File: src/xebc_cfg.svh
// Offsets, field positions, reset values and codes of the extended command block
`ifndef XEBC_CFG_SVH
`define XEBC_CFG_SVH

// Register address on the internal bus
`define XEBC_CMD_ADDR 32'hffffe860
`define XEBC_CMD_RESET 32'h00000000
// Bits that hold fields; bit 0 and bits above 15 read as zero
`define XEBC_CMD_MASK 32'h0000fffe

// Field positions, three bits each
`define XEBC_FIELD_W 3
`define XEBC_B17_LSB 1
`define XEBC_B18_LSB 4
`define XEBC_B19_LSB 7
`define XEBC_B20_LSB 10
`define XEBC_B21_LSB 13

// Per-block operation codes; all others are reserved
`define XEBC_CODE_NULL 3'h0
`define XEBC_CODE_XOR 3'h1

// Extended section selector in the main descriptor control word
`define XEBC_EXT_LSB 25
`define XEBC_EXT_MSB 26
`define XEBC_EXT_32SRC 2'h3

// Slot walk
`define XEBC_FIRST_SLOT 5'h11
`define XEBC_LAST_IDX 3'h4

`endif

File: src/xebc_pkg.sv
// Types shared by the extended block command logic
`default_nettype none
package xebc_pkg;

    typedef enum logic [1:0] {
        ST_IDLE,
        ST_WAIT_EXT,
        ST_WALK,
        ST_DONE
    } xebc_state_type;

endpackage : xebc_pkg

`default_nettype wire

File: src/xebc_top.sv
// Extended block command register, slot walk and fetch request buffer
//
// How it works
// [RQ1] The command register loads only from the extended word of a 32-source descriptor and ignores software writes.
// [RQ2] Each new extended descriptor replaces the register, which steers only that descriptor's walk.
// [RQ3] The register holds one operation field for each of source slots seventeen to twenty-one.
// [RQ4] Bits 26:25 of the main control word tell whether an extended section follows.
// [RQ5] Slot twenty-one's code sits in bits 15:13 and resets to zero.
// [RQ6] Slot twenty's code sits in bits 12:10 and resets to zero.
// [RQ7] Slot nineteen's code sits in bits 9:7 and resets to zero.
// [RQ8] Slot eighteen's code sits in bits 6:4 and resets to zero.
// [RQ9] Slot seventeen's code sits in bits 3:1, bit 0 is reserved, all reset to zero.
// [RQ10] A null code skips its slot and issues no fetch for it.
// [RQ11] An XOR code issues a fetch of that slot's data into the XOR unit.
// [RQ12] The descriptor producer uses only the null and XOR codes.
// [RQ13] Without an extended section the walk over slots seventeen and up is skipped.
`timescale 1ns/1ps
`default_nettype none
`include "xebc_cfg.svh"

module xebc_top (
    // Clock and reset
    input wire logic CLK,
    input wire logic RESET_N,
    // Main descriptor control word from the fetch engine
    input wire logic DESC_VALID,
    input wire logic [31:0] DESC_CTRL,
    output logic DESC_READY,
    // Extended section word from the fetch engine
    input wire logic EXT_VALID,
    input wire logic [31:0] EXT_WORD,
    output logic EXT_READY,
    // Internal bus read port
    input wire logic RD_EN,
    input wire logic [31:0] RD_ADDR,
    output logic [31:0] RD_DATA,
    output logic RD_ACK,
    // Internal bus write port, answered but never stored
    input wire logic WR_EN,
    input wire logic [31:0] WR_ADDR,
    input wire logic [31:0] WR_DATA,
    output logic WR_ACK,
    // Source fetch requests toward the XOR unit
    output logic FETCH_VALID,
    output logic [4:0] FETCH_SLOT,
    input wire logic FETCH_READY,
    // End of one descriptor, after its extended walk or with the walk skipped
    output logic WALK_DONE
);

    // Code of walk position idx (0 is slot seventeen)
    function automatic logic [2:0] code_of(input logic [31:0] word,
                                           input logic [2:0] idx);
        logic [5:0] lsb;
        lsb = 6'(`XEBC_B17_LSB) + 6'(idx) * 6'(`XEBC_FIELD_W); // [RQ3]
        code_of = 3'(word >> lsb);
    endfunction : code_of

    xebc_pkg::xebc_state_type state_reg, state_next;
    logic [31:0] cmd_reg, cmd_next;
    logic [2:0] idx_reg, idx_next;
    logic done_reg, done_next;
    logic desc_rdy_reg, desc_rdy_next;
    logic ext_rdy_reg, ext_rdy_next;
    logic head_v_reg, head_v_next, tail_v_reg, tail_v_next;
    logic [4:0] head_s_reg, head_s_next, tail_s_reg, tail_s_next;
    logic [31:0] rd_data_reg, rd_data_next;
    logic rd_ack_reg, rd_ack_next, wr_ack_reg, wr_ack_next;
    logic desc_take, ext_take, ext_sel, push, pop;
    logic [2:0] cur_code;
    logic [4:0] push_slot;

    assign desc_take = DESC_VALID && state_reg == xebc_pkg::ST_IDLE;
    assign ext_take = EXT_VALID && state_reg == xebc_pkg::ST_WAIT_EXT;
    // Any other value of the selector means fewer than 32 sources
    assign ext_sel = DESC_CTRL[`XEBC_EXT_MSB:`XEBC_EXT_LSB]
                     == `XEBC_EXT_32SRC; // [RQ4]
    assign cur_code = code_of(cmd_reg, idx_reg);
    // Reserved codes are treated as null so a bad producer fetches nothing
    assign push = state_reg == xebc_pkg::ST_WALK && !tail_v_reg
                  && cur_code == `XEBC_CODE_XOR; // [RQ11] [RQ12]
    assign push_slot = `XEBC_FIRST_SLOT + 5'(idx_reg);
    assign pop = head_v_reg && FETCH_READY;

    // Descriptor control and slot walk
    always_comb begin
        state_next = state_reg;
        cmd_next = cmd_reg;
        idx_next = idx_reg;
        done_next = 1'b0;
        case (state_reg)
            xebc_pkg::ST_IDLE: begin
                if (desc_take) begin
                    idx_next = 3'h0;
                    if (ext_sel) begin
                        state_next = xebc_pkg::ST_WAIT_EXT; // [RQ4]
                    end else begin
                        state_next = xebc_pkg::ST_DONE; // [RQ13]
                    end
                end
            end
            xebc_pkg::ST_WAIT_EXT: begin
                if (ext_take) begin
                    // Only path that changes the register [RQ1] [RQ2]
                    cmd_next = EXT_WORD & `XEBC_CMD_MASK; // [RQ9]
                    state_next = xebc_pkg::ST_WALK;
                end
            end
            xebc_pkg::ST_WALK: begin
                // A null slot advances at once; XOR waits for buffer room
                if (push || cur_code != `XEBC_CODE_XOR) begin // [RQ10]
                    if (idx_reg == `XEBC_LAST_IDX) begin
                        state_next = xebc_pkg::ST_DONE;
                    end else begin
                        idx_next = idx_reg + 3'h1;
                    end
                end
            end
            xebc_pkg::ST_DONE: begin
                done_next = 1'b1;
                state_next = xebc_pkg::ST_IDLE;
            end
            default: begin
                state_next = xebc_pkg::ST_IDLE;
            end
        endcase
        desc_rdy_next = state_next == xebc_pkg::ST_IDLE;
        ext_rdy_next = state_next == xebc_pkg::ST_WAIT_EXT;
    end

    // Control registers; fields reset to zero [RQ5] [RQ6] [RQ7] [RQ8]
    always_ff @(posedge CLK or negedge RESET_N) begin
        if (!RESET_N) begin
            state_reg <= xebc_pkg::ST_IDLE;
            cmd_reg <= `XEBC_CMD_RESET; // [RQ9]
            idx_reg <= 3'h0;
            done_reg <= 1'b0;
            desc_rdy_reg <= 1'b1;
            ext_rdy_reg <= 1'b0;
        end else begin
            state_reg <= state_next;
            cmd_reg <= cmd_next;
            idx_reg <= idx_next;
            done_reg <= done_next;
            desc_rdy_reg <= desc_rdy_next;
            ext_rdy_reg <= ext_rdy_next;
        end
    end

    // Two-entry fetch buffer; head feeds the outputs directly
    always_comb begin
        head_v_next = head_v_reg;
        head_s_next = head_s_reg;
        tail_v_next = tail_v_reg;
        tail_s_next = tail_s_reg;
        if (pop) begin
            if (tail_v_reg) begin
                head_s_next = tail_s_reg;
                tail_v_next = 1'b0;
            end else begin
                head_v_next = push;
                head_s_next = push_slot;
            end
        end else if (push) begin
            if (!head_v_reg) begin
                head_v_next = 1'b1;
                head_s_next = push_slot;
            end else begin
                tail_v_next = 1'b1;
                tail_s_next = push_slot;
            end
        end
    end

    always_ff @(posedge CLK or negedge RESET_N) begin
        if (!RESET_N) begin
            head_v_reg <= 1'b0;
            head_s_reg <= 5'h00;
            tail_v_reg <= 1'b0;
            tail_s_reg <= 5'h00;
        end else begin
            head_v_reg <= head_v_next;
            head_s_reg <= head_s_next;
            tail_v_reg <= tail_v_next;
            tail_s_reg <= tail_s_next;
        end
    end

    // Bus answers; a write is acknowledged and dropped
    always_comb begin
        rd_ack_next = RD_EN;
        rd_data_next = 32'h00000000;
        if (RD_EN && RD_ADDR == `XEBC_CMD_ADDR) begin
            rd_data_next = cmd_reg; // [RQ3]
        end
        wr_ack_next = WR_EN; // [RQ1]
    end

    always_ff @(posedge CLK or negedge RESET_N) begin
        if (!RESET_N) begin
            rd_ack_reg <= 1'b0;
            rd_data_reg <= 32'h00000000;
            wr_ack_reg <= 1'b0;
        end else begin
            rd_ack_reg <= rd_ack_next;
            rd_data_reg <= rd_data_next;
            wr_ack_reg <= wr_ack_next;
        end
    end

    assign DESC_READY = desc_rdy_reg;
    assign EXT_READY = ext_rdy_reg;
    assign RD_DATA = rd_data_reg;
    assign RD_ACK = rd_ack_reg;
    assign WR_ACK = wr_ack_reg;
    assign FETCH_VALID = head_v_reg;
    assign FETCH_SLOT = head_s_reg;
    assign WALK_DONE = done_reg;
endmodule : xebc_top

`default_nettype wire

File: config.mk
export PLATFORM = sky130hd
export DESIGN_NAME = xebc_top
export DESIGN_NICKNAME = d
export VERILOG_FILES = /design/src/xebc_pkg.sv /design/src/xebc_top.sv
export VERILOG_INCLUDE_DIRS = /design/src /design/src/src
export SDC_FILE = /design/constraint.sdc
export NUM_CORES = 1
export LEC_CHECK = 0
export BUFFER_PORTS_ARGS = -buffer_cell sky130_fd_sc_hd__buf_2
export CORE_UTILIZATION = 37
export DETAILED_ROUTE_END_ITERATION = 16
export GPL_TIMING_DRIVEN = 0
export PLACE_DENSITY = 0.84
export SYNTH_ARGS = -nofsm -noshare
export SYNTH_HDL_FRONTEND = slang
export SYNTH_SLANG_ARGS = --single-unit
File: constraint.sdc
create_clock -name CLK -period 2.65 [get_ports CLK]
set_clock_uncertainty 0.05 [all_clocks]
set_input_delay 0.1325 -clock CLK [delete_from_list [all_inputs] [get_ports CLK]]
set_output_delay 0.1325 -clock CLK [all_outputs]
set_load 0.01 [all_outputs]
==> impl_metrics.tcl, run 1 <==
set metrics [dict create \
    synth_edf_count 0 \
    clk_latency_ps 300 \
    synth_compound_area_share_pct 7.61 \
    slowest_delay_ps 510 \
    cp-end-kind "flip-flop" \
    final_nets 476 \
    diodes 0 \
    drtAntennaViolNets 0 \
    viasPerCell 4.61 \
    num_rows 28 \
    cp-start-kind "flip-flop" \
    synth_cell_types 41 \
    cp_cell_sequence "nor4b_2, a31oi_1, o311ai_4, nand4_4, mux2_4" \
    synthTopCellsByCount "dfrtp_1 (51), mux2_2 (20), and2_1 (17), buf_4 (17), nor2_1 (12)" \
    gr-total-overflow 0 \
    via_count 1766 \
    routed_wl_um 4760 \
    synth_top_area_cell "dfrtp_1" \
    placed_area_sq_um 2900 \
    finish.utilization_pct 51.9 \
    r2r_end "tail_s_reg[1]" \
    htree_levels 2 \
    cp_data_required_time_ps 2790 \
    hold_class "in -> reg" \
    worstHoldStart "EXT_WORD[13]" \
    drv_slew 0 \
    numPortBuffers 81 \
    max_slew_margin_pct 21.7 \
    numCtsBuffers 5 \
    crit_type "reg -> reg" \
    grt_max_degree 53 \
    ys_top_cells_by_area "dfrtp_1 (55%), mux2_2 (9.6%), buf_4 (5.5%)" \
    async_reset_ff_share_pct 100 \
    synth_top_family_by_area "simple AND/OR/NAND/NOR gates" \
    reg2regPathDepth 5 \
    synth_top_area_share_pct 54.6 \
    yosysSeqAreaShare_pct 55.8 \
    avgSynthCellArea_sq_um 12.1 \
    max_clock_freq_mhz 477 \
    root_buffer "clkbuf_8" \
    fp.dieH_um 81.5 \
    drc_errors 0 \
    status "complete, no violations" \
    r2r-start "idx_reg[0]" \
    synthSimpleGateAreaFrac_pct 15.7 \
    dieWidth_um 81.5 \
    area_delta_synth_final_pct 33.2 \
    finalCriticalPeriod_ps 2100 \
    slowest_stage "dfrtp_1" \
    power_density_nw_per_um2 842 \
    synth-xor-area-share_pct 0.375 \
    critPathBufInv 0 \
    ios 210 \
    cp.arrival_ps 2230 \
    cp.depth 5 \
    cts.sinks 52 \
    path_clk_slew_ps 90 \
    cts_tree "done" \
    track_usage_pct 14.9 \
    layout-drive-gt1-share_pct 44.2 \
    grt_pass1_wl_um 7380 \
    place_congestion 0.803 \
    cts_resized 0 \
    final.fill_count 563 \
    synth.most_common_cell "dfrtp_1" \
    synthesis.area_sq_um 2340 \
    coreArea_sq_um 5990 \
    grt_pass1_vias 1679 \
    critical-path-top-delay-family "compound AO/OA/AOI/OAI gates" \
    setup_viol 0 \
    p_leak_nw 1.62 \
    drt-wirelength-per-cell_um 12.4 \
    hold-worst-slack_ps 10.0 \
    dp_slack_ps 545 \
    hold_violations 0 \
    period_share_pct 79.1 \
    ys.warnings.count 0 \
    tightest_slew_ps 1170 \
    fp.dieArea_sq_um 6630 \
    drt_iter0_markers 112 \
    synth_flop_cell "dfrtp_1" \
    crit_path_max_fanout 9 \
    grt_setup_unrepaired "no" \
    drv_cap 0 \
    muxShareOfSynthArea_pct 11.8 \
    hpwlAfterDp_um 3490 \
    fin_ws_ps 554 \
    final_area_sq_um 3110 \
    synthCells 193 \
    crit_path_start "idx_reg[0]" \
    peakVddDrop_uv 385 \
    ys_seq_elements 52 \
    antenna_found_initial 0 \
    initial_core_util_pct 39.0 \
    fin_tns_setup_ps 0 \
    clockBufferDepth 2 \
    synthAdderAreaFrac_pct 1.07 \
    drtPass1Iterations 4 \
    reg2reg_slack_ps 550 \
    hold-path-endpoint "cmd_reg[13]" \
    min_delay_path_depth 2 \
]
-- metal layers --
| metal | routed length [um] | global-route usage, % |
|---|---|---|
| met2 | 2410 | 25.8 |
| met5 | 0 | 0 |
| met3 | 285 | 3.56 |
| met4 | 56 | 5.54 |
| met1 | 2000 | 18.0 |
-- stage by stage --
stage,total power [mW],std cells
after CTS,2.66,383
after floorplan,1.82,209
after detailed placement,2.08,365
after global placement,2.04,365
after global routing,2.81,383
final,2.62,383
-- worst max-delay path by stage --
stage               endpoint
5_1_grt        FETCH_SLOT[3]
3_3_place_gp   FETCH_SLOT[3]
6_report       tail_s_reg[1]
2_1_floorplan  tail_s_reg[0]
4_1_cts        FETCH_SLOT[3]
3_5_place_dp   FETCH_SLOT[3]
-- final cells by class --
type	instances	area, sq um	area share, %
Sequential cell	52	1300	41.9
Tap cell	75	93.8	3.02
Buffer	22	149	4.79
Multi-Input combinational cell	128	918	29.5
Inverter	7	26.3	0.845
Clock buffer	5	68.8	2.21
Clock inverter	3	46.3	1.49
Timing Repair Buffer	91	505	16.3
-- power breakdown --
| part | switching, mW | total, mW | internal (mW) |
|---|---|---|---|
| combinational | 0.427 | 0.872 | 0.445 |
| clock | 0.267 | 0.552 | 0.285 |
| sequential | 0.167 | 1.20 | 1.03 |
-- timing repair --
action	4_1_cts	5_1_grt
endpoints found under the hold margin	10	0
setup buffers	0	0
hold buffers	10	0
-- cells in the final DEF, fill, tap and decap left out, drive strengths merged, types with 2 or more instances in the layout --
cell type,netlist,final
buf,19,100
mux2,23,23
a31oi,2,2
a21oi,7,7
clkbuf,3,8
nand2,7,7
nand3,3,3
nand2b,2,2
and2,17,17
nor4b,4,4
nor2,12,12
inv,7,8
nor3,2,2
nor4,2,2
ha,2,2
nor4bb,2,2
conb,1,17
dlygate4sd3,0,10
o21ai,6,6
dfrtp,51,51
nand4,6,6
-- cell families after synthesis --
kind of cell,Yosys count
buffers and inverters,29
XOR/XNOR,1
multiplexers,24
other,1
flip-flops,52
adder cells (fa/ha/maj),2
AO/OA/AOI/OAI,24
AND/OR/NAND/NOR,60
No activity file was read; power rests on OpenSTA's default activity.
==> inputs of run 2 (changes only) <==
Settings changed: ABC_AREA set to 1, CORE_UTILIZATION 37 to 38, PLACE_DENSITY 0.84 to 0.85.
Clock period 2.65 ns to 2.15 ns, I/O delays scaled along.
==> run 2 against run 1 <==
Compared with the run above: the flow now finishes with violations (negative hold slack); total power increased by 17%; via count increased by 17%; final area increased by 3.6%.
==> impl_metrics.tcl, run 2 <==
set metrics [dict create \
    slowest_stage "dlygate4sd3_1" \
    ys.warnings.count 0 \
    via_count 2066 \
    drt-wirelength-per-cell_um 12.2 \
    crit_path_max_fanout 5 \
    viasPerCell 4.49 \
    r2r_end "state_reg[1]" \
    cts_resized 0 \
    grt_max_degree 53 \
    max_clock_freq_mhz 527 \
    gr-total-overflow 0 \
    synthCells 262 \
    cp.arrival_ps 2030 \
    cp_data_required_time_ps 2280 \
    hold-worst-slack_ps -17.5 \
    grt_pass1_vias 2152 \
    violations "negative hold slack" \
    hold_violations 34 \
    place_congestion 0.799 \
    clockBufferDepth 2 \
    cts_tree "done" \
    antenna_found_initial 0 \
    clk_latency_ps 310 \
    ios 210 \
    p_leak_nw 1.81 \
    area_delta_synth_final_pct 35.6 \
    fin_tns_setup_ps 0 \
    peakVddDrop_uv 401 \
    root_buffer "clkbuf_8" \
    grt_pass1_wl_um 9450 \
    cp_cell_sequence "nor2_1, inv_1, nor2_1, inv_1, o21ai_0, a31oi_1, dlygate4sd3_1" \
    synth_top_area_share_pct 53.7 \
    cp-start-kind "flip-flop" \
    coreArea_sq_um 5990 \
    synth_edf_count 0 \
    slowest_delay_ps 600 \
    critPathBufInv 3 \
    async_reset_ff_share_pct 100 \
    drtPass1Iterations 4 \
    synth_cell_types 29 \
    drtAntennaViolNets 0 \
    cts.sinks 52 \
    dieWidth_um 81.1 \
    drc_errors 0 \
    crit_type "reg -> reg" \
    numPortBuffers 81 \
    status "finished with violations" \
    synthesis.area_sq_um 2380 \
    post_cts_buffers 0 \
    synthTopCellsByCount "dfrtp_1 (51), nand2_1 (51), inv_1 (33)" \
    diodes 0 \
    period_share_pct 88.2 \
    numCtsBuffers 5 \
    setup_viol 0 \
    synth_flop_cell "dfrtp_1" \
    final.fill_count 567 \
    holdBufCountCts 19 \
    tightest_slew_ps 1170 \
    routed_wl_um 5630 \
    finalCriticalPeriod_ps 1900 \
    drv_slew 0 \
    final_cell_mix "buf_2 (83), dfrtp_1 (51), nand2_1 (51), inv_1 (33), nor2_1 (31)" \
    initial_core_util_pct 39.7 \
    fp.dieArea_sq_um 6580 \
    drv_cap 0 \
    final_nets 554 \
    ys_seq_elements 52 \
    yosysSeqAreaShare_pct 54.8 \
    critical-path-top-delay-family "buffers and inverters" \
    fp.dieH_um 81.1 \
    hold_class "in -> async" \
    path_clk_slew_ps 90 \
    reg2regPathDepth 7 \
    cp-end-kind "flip-flop" \
    reg2reg_slack_ps 250 \
    layout-drive-gt1-share_pct 33.2 \
    htree_levels 2 \
    num_rows 28 \
    track_usage_pct 19.6 \
    ys_top_cells_by_area "dfrtp_1 (54%), nand2_1 (8.1%), buf_4 (5.4%)" \
    max_slew_margin_pct 22.3 \
    power_density_nw_per_um2 953 \
    hpwlAfterDp_um 4050 \
    final_common_cell "buf_2" \
    grt_setup_unrepaired "no" \
    synth_top_area_cell "dfrtp_1" \
    r2r-start "state_reg[1]" \
    avgSynthCellArea_sq_um 9.07 \
    drt_iter0_markers 97 \
]
-- run 2: worst register-to-register path, cell delays in order (launching register included) --
cell	delay, ps
dfrtp_1	430
nor2_1	210
inv_1	70
nor2_1	160
inv_1	80
o21ai_0	80
a31oi_1	100
dlygate4sd3_1	600
-- run 2: final cells by class --
| type | instances | area (sq um) | area share (%) |
|---|---|---|---|
| plain buffers | 21 | 145 | 4.50 |
| clock buffers | 7 | 96.3 | 2.99 |
| multi-input cells | 170 | 858 | 26.6 |
| flip-flops and latches | 52 | 1300 | 40.4 |
| well taps | 75 | 93.8 | 2.91 |
| inverters | 35 | 131 | 4.08 |
| repair buffers | 100 | 596 | 18.5 |
-- run 2: metal layers --
metal / vias to the layer above / wire (um) / GRT usage (%)
met1: 945 / 2290 / 22.4
met4: 0 / 70 / 7.86
li1: 1030 / - / -
met2: 85 / 2930 / 35.6
met5: - / 0 / 0
met3: 6 / 342 / 3.60
-- run 2: kinds of logic after synthesis --
kind of cell / share of synthesized area [%]
fa+ha+maj: 1.05
other cells: 0.158
xor+xnor: 0.368
buf+inv: 11.6
simple gates: 25.4
compound gates: 5.63
mux: 0.947
flops: 54.8
-- run 2: worst max-delay path by stage --
| stage | depth (start not counted) | end | slack (ps) | startpoint |
|---|---|---|---|---|
| after detailed placement | 8 | idx_reg[2] | 480 | idx_reg[0] |
| after floorplan | 8 | idx_reg[0] | 760 | idx_reg[0] |
| after global placement | 8 | idx_reg[1] | 510 | idx_reg[0] |
| after CTS | 5 | state_reg[1] | 300 | state_reg[0] |
| after global routing | 7 | state_reg[1] | 110 | state_reg[1] |
| final | 7 | state_reg[1] | 250 | state_reg[1] |
-- run 2: stage by stage --
step	setup slack [ps]	cell area (sq um)	total power [mW]	std cells	utilization, %
floorplan	756	2440	2.12	278	-
global placement	513	2940	2.38	434	49.0
detailed placement	484	2940	2.45	434	49.0
CTS	302	3220	3.09	460	53.8
global route	107	3220	3.34	460	53.8
finish	253	3220	3.07	460	53.8
-- run 2: report_power, final --
| part | switching, mW | internal [mW] | leakage (nW) |
|---|---|---|---|
| Clock | 0.308 | 0.287 | 0.0503 |
| Sequential | 0.187 | 1.24 | 0.665 |
| Combinational | 0.640 | 0.409 | 1.09 |
| Total | 1.14 | 1.94 | 1.81 |
==> inputs of run 3 (changes only) <==
Settings changed: PLACE_DENSITY 0.85 to 0.89.
==> run 3 against run 2 <==
Compared with the run above: die area stayed put; core utilization is 0.31 points lower; cell count stayed put; critical endpoint unchanged; global-route usage is 0.68 points lower; routed wire length is 0.66% higher; highest routed layer unchanged; fmax is 0.35% lower; clock power is 12% lower; the run still ends with negative hold slack left; final area is 0.58% lower; flip-flop and latch count stayed put.
==> impl_metrics.tcl, run 3 (same netlist as run 2, synthesis figures left out) <==
set metrics [dict create \
    instances_no_fill 460 \
    track_usage_pct 18.9 \
    ios 210 \
    fin_ws_ps 246 \
    fp.dieArea_sq_um 6580 \
    numCtsBuffers 5 \
    clk_latency_ps 300 \
    final.fill_count 567 \
    viasPerCell 4.50 \
    placed_area_sq_um 2940 \
    drtPass1Iterations 4 \
    grt_setup_unrepaired "no" \
    final_cell_mix "buf_2 (83), dfrtp_1 (51), nand2_1 (51), inv_1 (33), nor2_1 (31)" \
    finalCriticalPeriod_ps 1900 \
    root_buffer "clkbuf_8" \
    power_density_nw_per_um2 935 \
    hpwlAfterDp_um 4100 \
    p_leak_nw 1.80 \
    post_cts_buffers 0 \
    tightest_slew_ps 1150 \
    grt_max_degree 53 \
    final_common_cell "buf_2" \
    coreArea_sq_um 5990 \
    setup_viol 0 \
    p_total_mw 2.99 \
    period_share_pct 88.5 \
    cts.sinks 52 \
    diodes 0 \
    drv_slew 0 \
    initial_core_util_pct 39.7 \
    routed_wl_um 5670 \
    drc_errors 0 \
    cp.arrival_ps 2090 \
    place_congestion 0.804 \
    peakVddDrop_uv 434 \
    antenna_found_initial 0 \
    via_count 2071 \
    violations "negative hold slack" \
    hold-worst-slack_ps -19.2 \
    placed_cells 434 \
    htree_levels 2 \
    fp.dieH_um 81.1 \
    dieWidth_um 81.1 \
    grt_pass1_wl_um 9200 \
    drv_cap 0 \
    gr-total-overflow 0 \
    multi_input_area_sq_um 858 \
    path_clk_slew_ps 80 \
    drt-wirelength-per-cell_um 12.3 \
    crit_path_max_fanout 5 \
    cp-end-kind "flip-flop" \
    dp_slack_ps 486 \
    fin_tns_setup_ps 0 \
    cp_data_required_time_ps 2330 \
    final_nets 554 \
    num_rows 28 \
    drt_iter0_markers 86 \
    status "finished with violations" \
    hold_violations 29 \
    final_area_sq_um 3200 \
    numPortBuffers 81 \
    drtAntennaViolNets 0 \
    ff_latch_area_sq_um 1300 \
    hold_class "in -> async" \
    crit_type "reg -> reg" \
    clockBufferDepth 2 \
    area_delta_synth_final_pct 34.8 \
    max_clock_freq_mhz 525 \
    cts_tree "done" \
    grt_pass1_vias 2066 \
    cp-start-kind "flip-flop" \
    layout-drive-gt1-share_pct 33.0 \
    max_slew_margin_pct 23.5 \
]
[run 3: changes by cell type in the layout (fill, tap and decap cells not counted)]
cell / delta
clkbuf_8: -2
clkbuf_1: +1
clkinv_2: +1
[run 3: final cells by class]
class | count | share of cell area [%]
Clock buffer | 6 | 2.26
Sequential cell | 52 | 40.6
Inverter | 35 | 4.10
Clock inverter | 1 | 0.156
Tap cell | 75 | 2.93
Timing Repair Buffer | 100 | 18.6
Buffer | 21 | 4.53
Multi-Input combinational cell | 170 | 26.8
[run 3: path summary, 6_finish.rpt]
check | to | startpoint | cells after the start | slack, ps
min | WALK_DONE | RESET_N | 1 | -20
max reg2reg | state_reg[1] | state_reg[0] | 5 | 250
min in group CLK | state_reg[0] | DESC_VALID | 3 | 30
max in group asynchronous | WR_ACK | RESET_N | 1 | 1360
max | state_reg[1] | state_reg[0] | 5 | 250
min reg2reg | tail_s_reg[2] | tail_s_reg[2] | 2 | 430
[run 3: power by group]
group	total (mW)	switching [mW]	leakage (nW)	internal, mW
clock	0.523	0.301	0.0410	0.222
combinational	1.05	0.639	1.09	0.410
sequential	1.42	0.183	0.665	1.24
[run 3: worst max-delay path, stage by stage (launching register included)]
cell and delay (ps):
dfrtp_1 430, inv_2 80, nor3_2 300, o21ai_0 120, a31oi_1 250, dlygate4sd3_1 610
[run 3: layer usage]
layer / part of all wire, % / vias to the layer above / GRT usage, %
li1: - / 1034 / -
met1: 42 / 950 / 22.2
met2: 52 / 81 / 33.5
met3: 5.7 / 6 / 4.49
met4: 1.2 / 0 / 6.43
met5: 0 / - / 0
[run 3: timing repair]
| item | in CTS | in global routing |
|---|---|---|
| hold buffers | 19 | 0 |
| gates resized for setup | 0 | 0 |
| hold endpoints to repair | 18 | 0 |
[run 3: through the flow]
stage | hold WS [ps] | utilization [%]
floorplan | -238 | -
global placement | 167 | 49.0
detailed placement | 170 | 49.0
CTS | 20.4 | 53.5
global route | 25.9 | 53.5
finish | -19.2 | 53.5
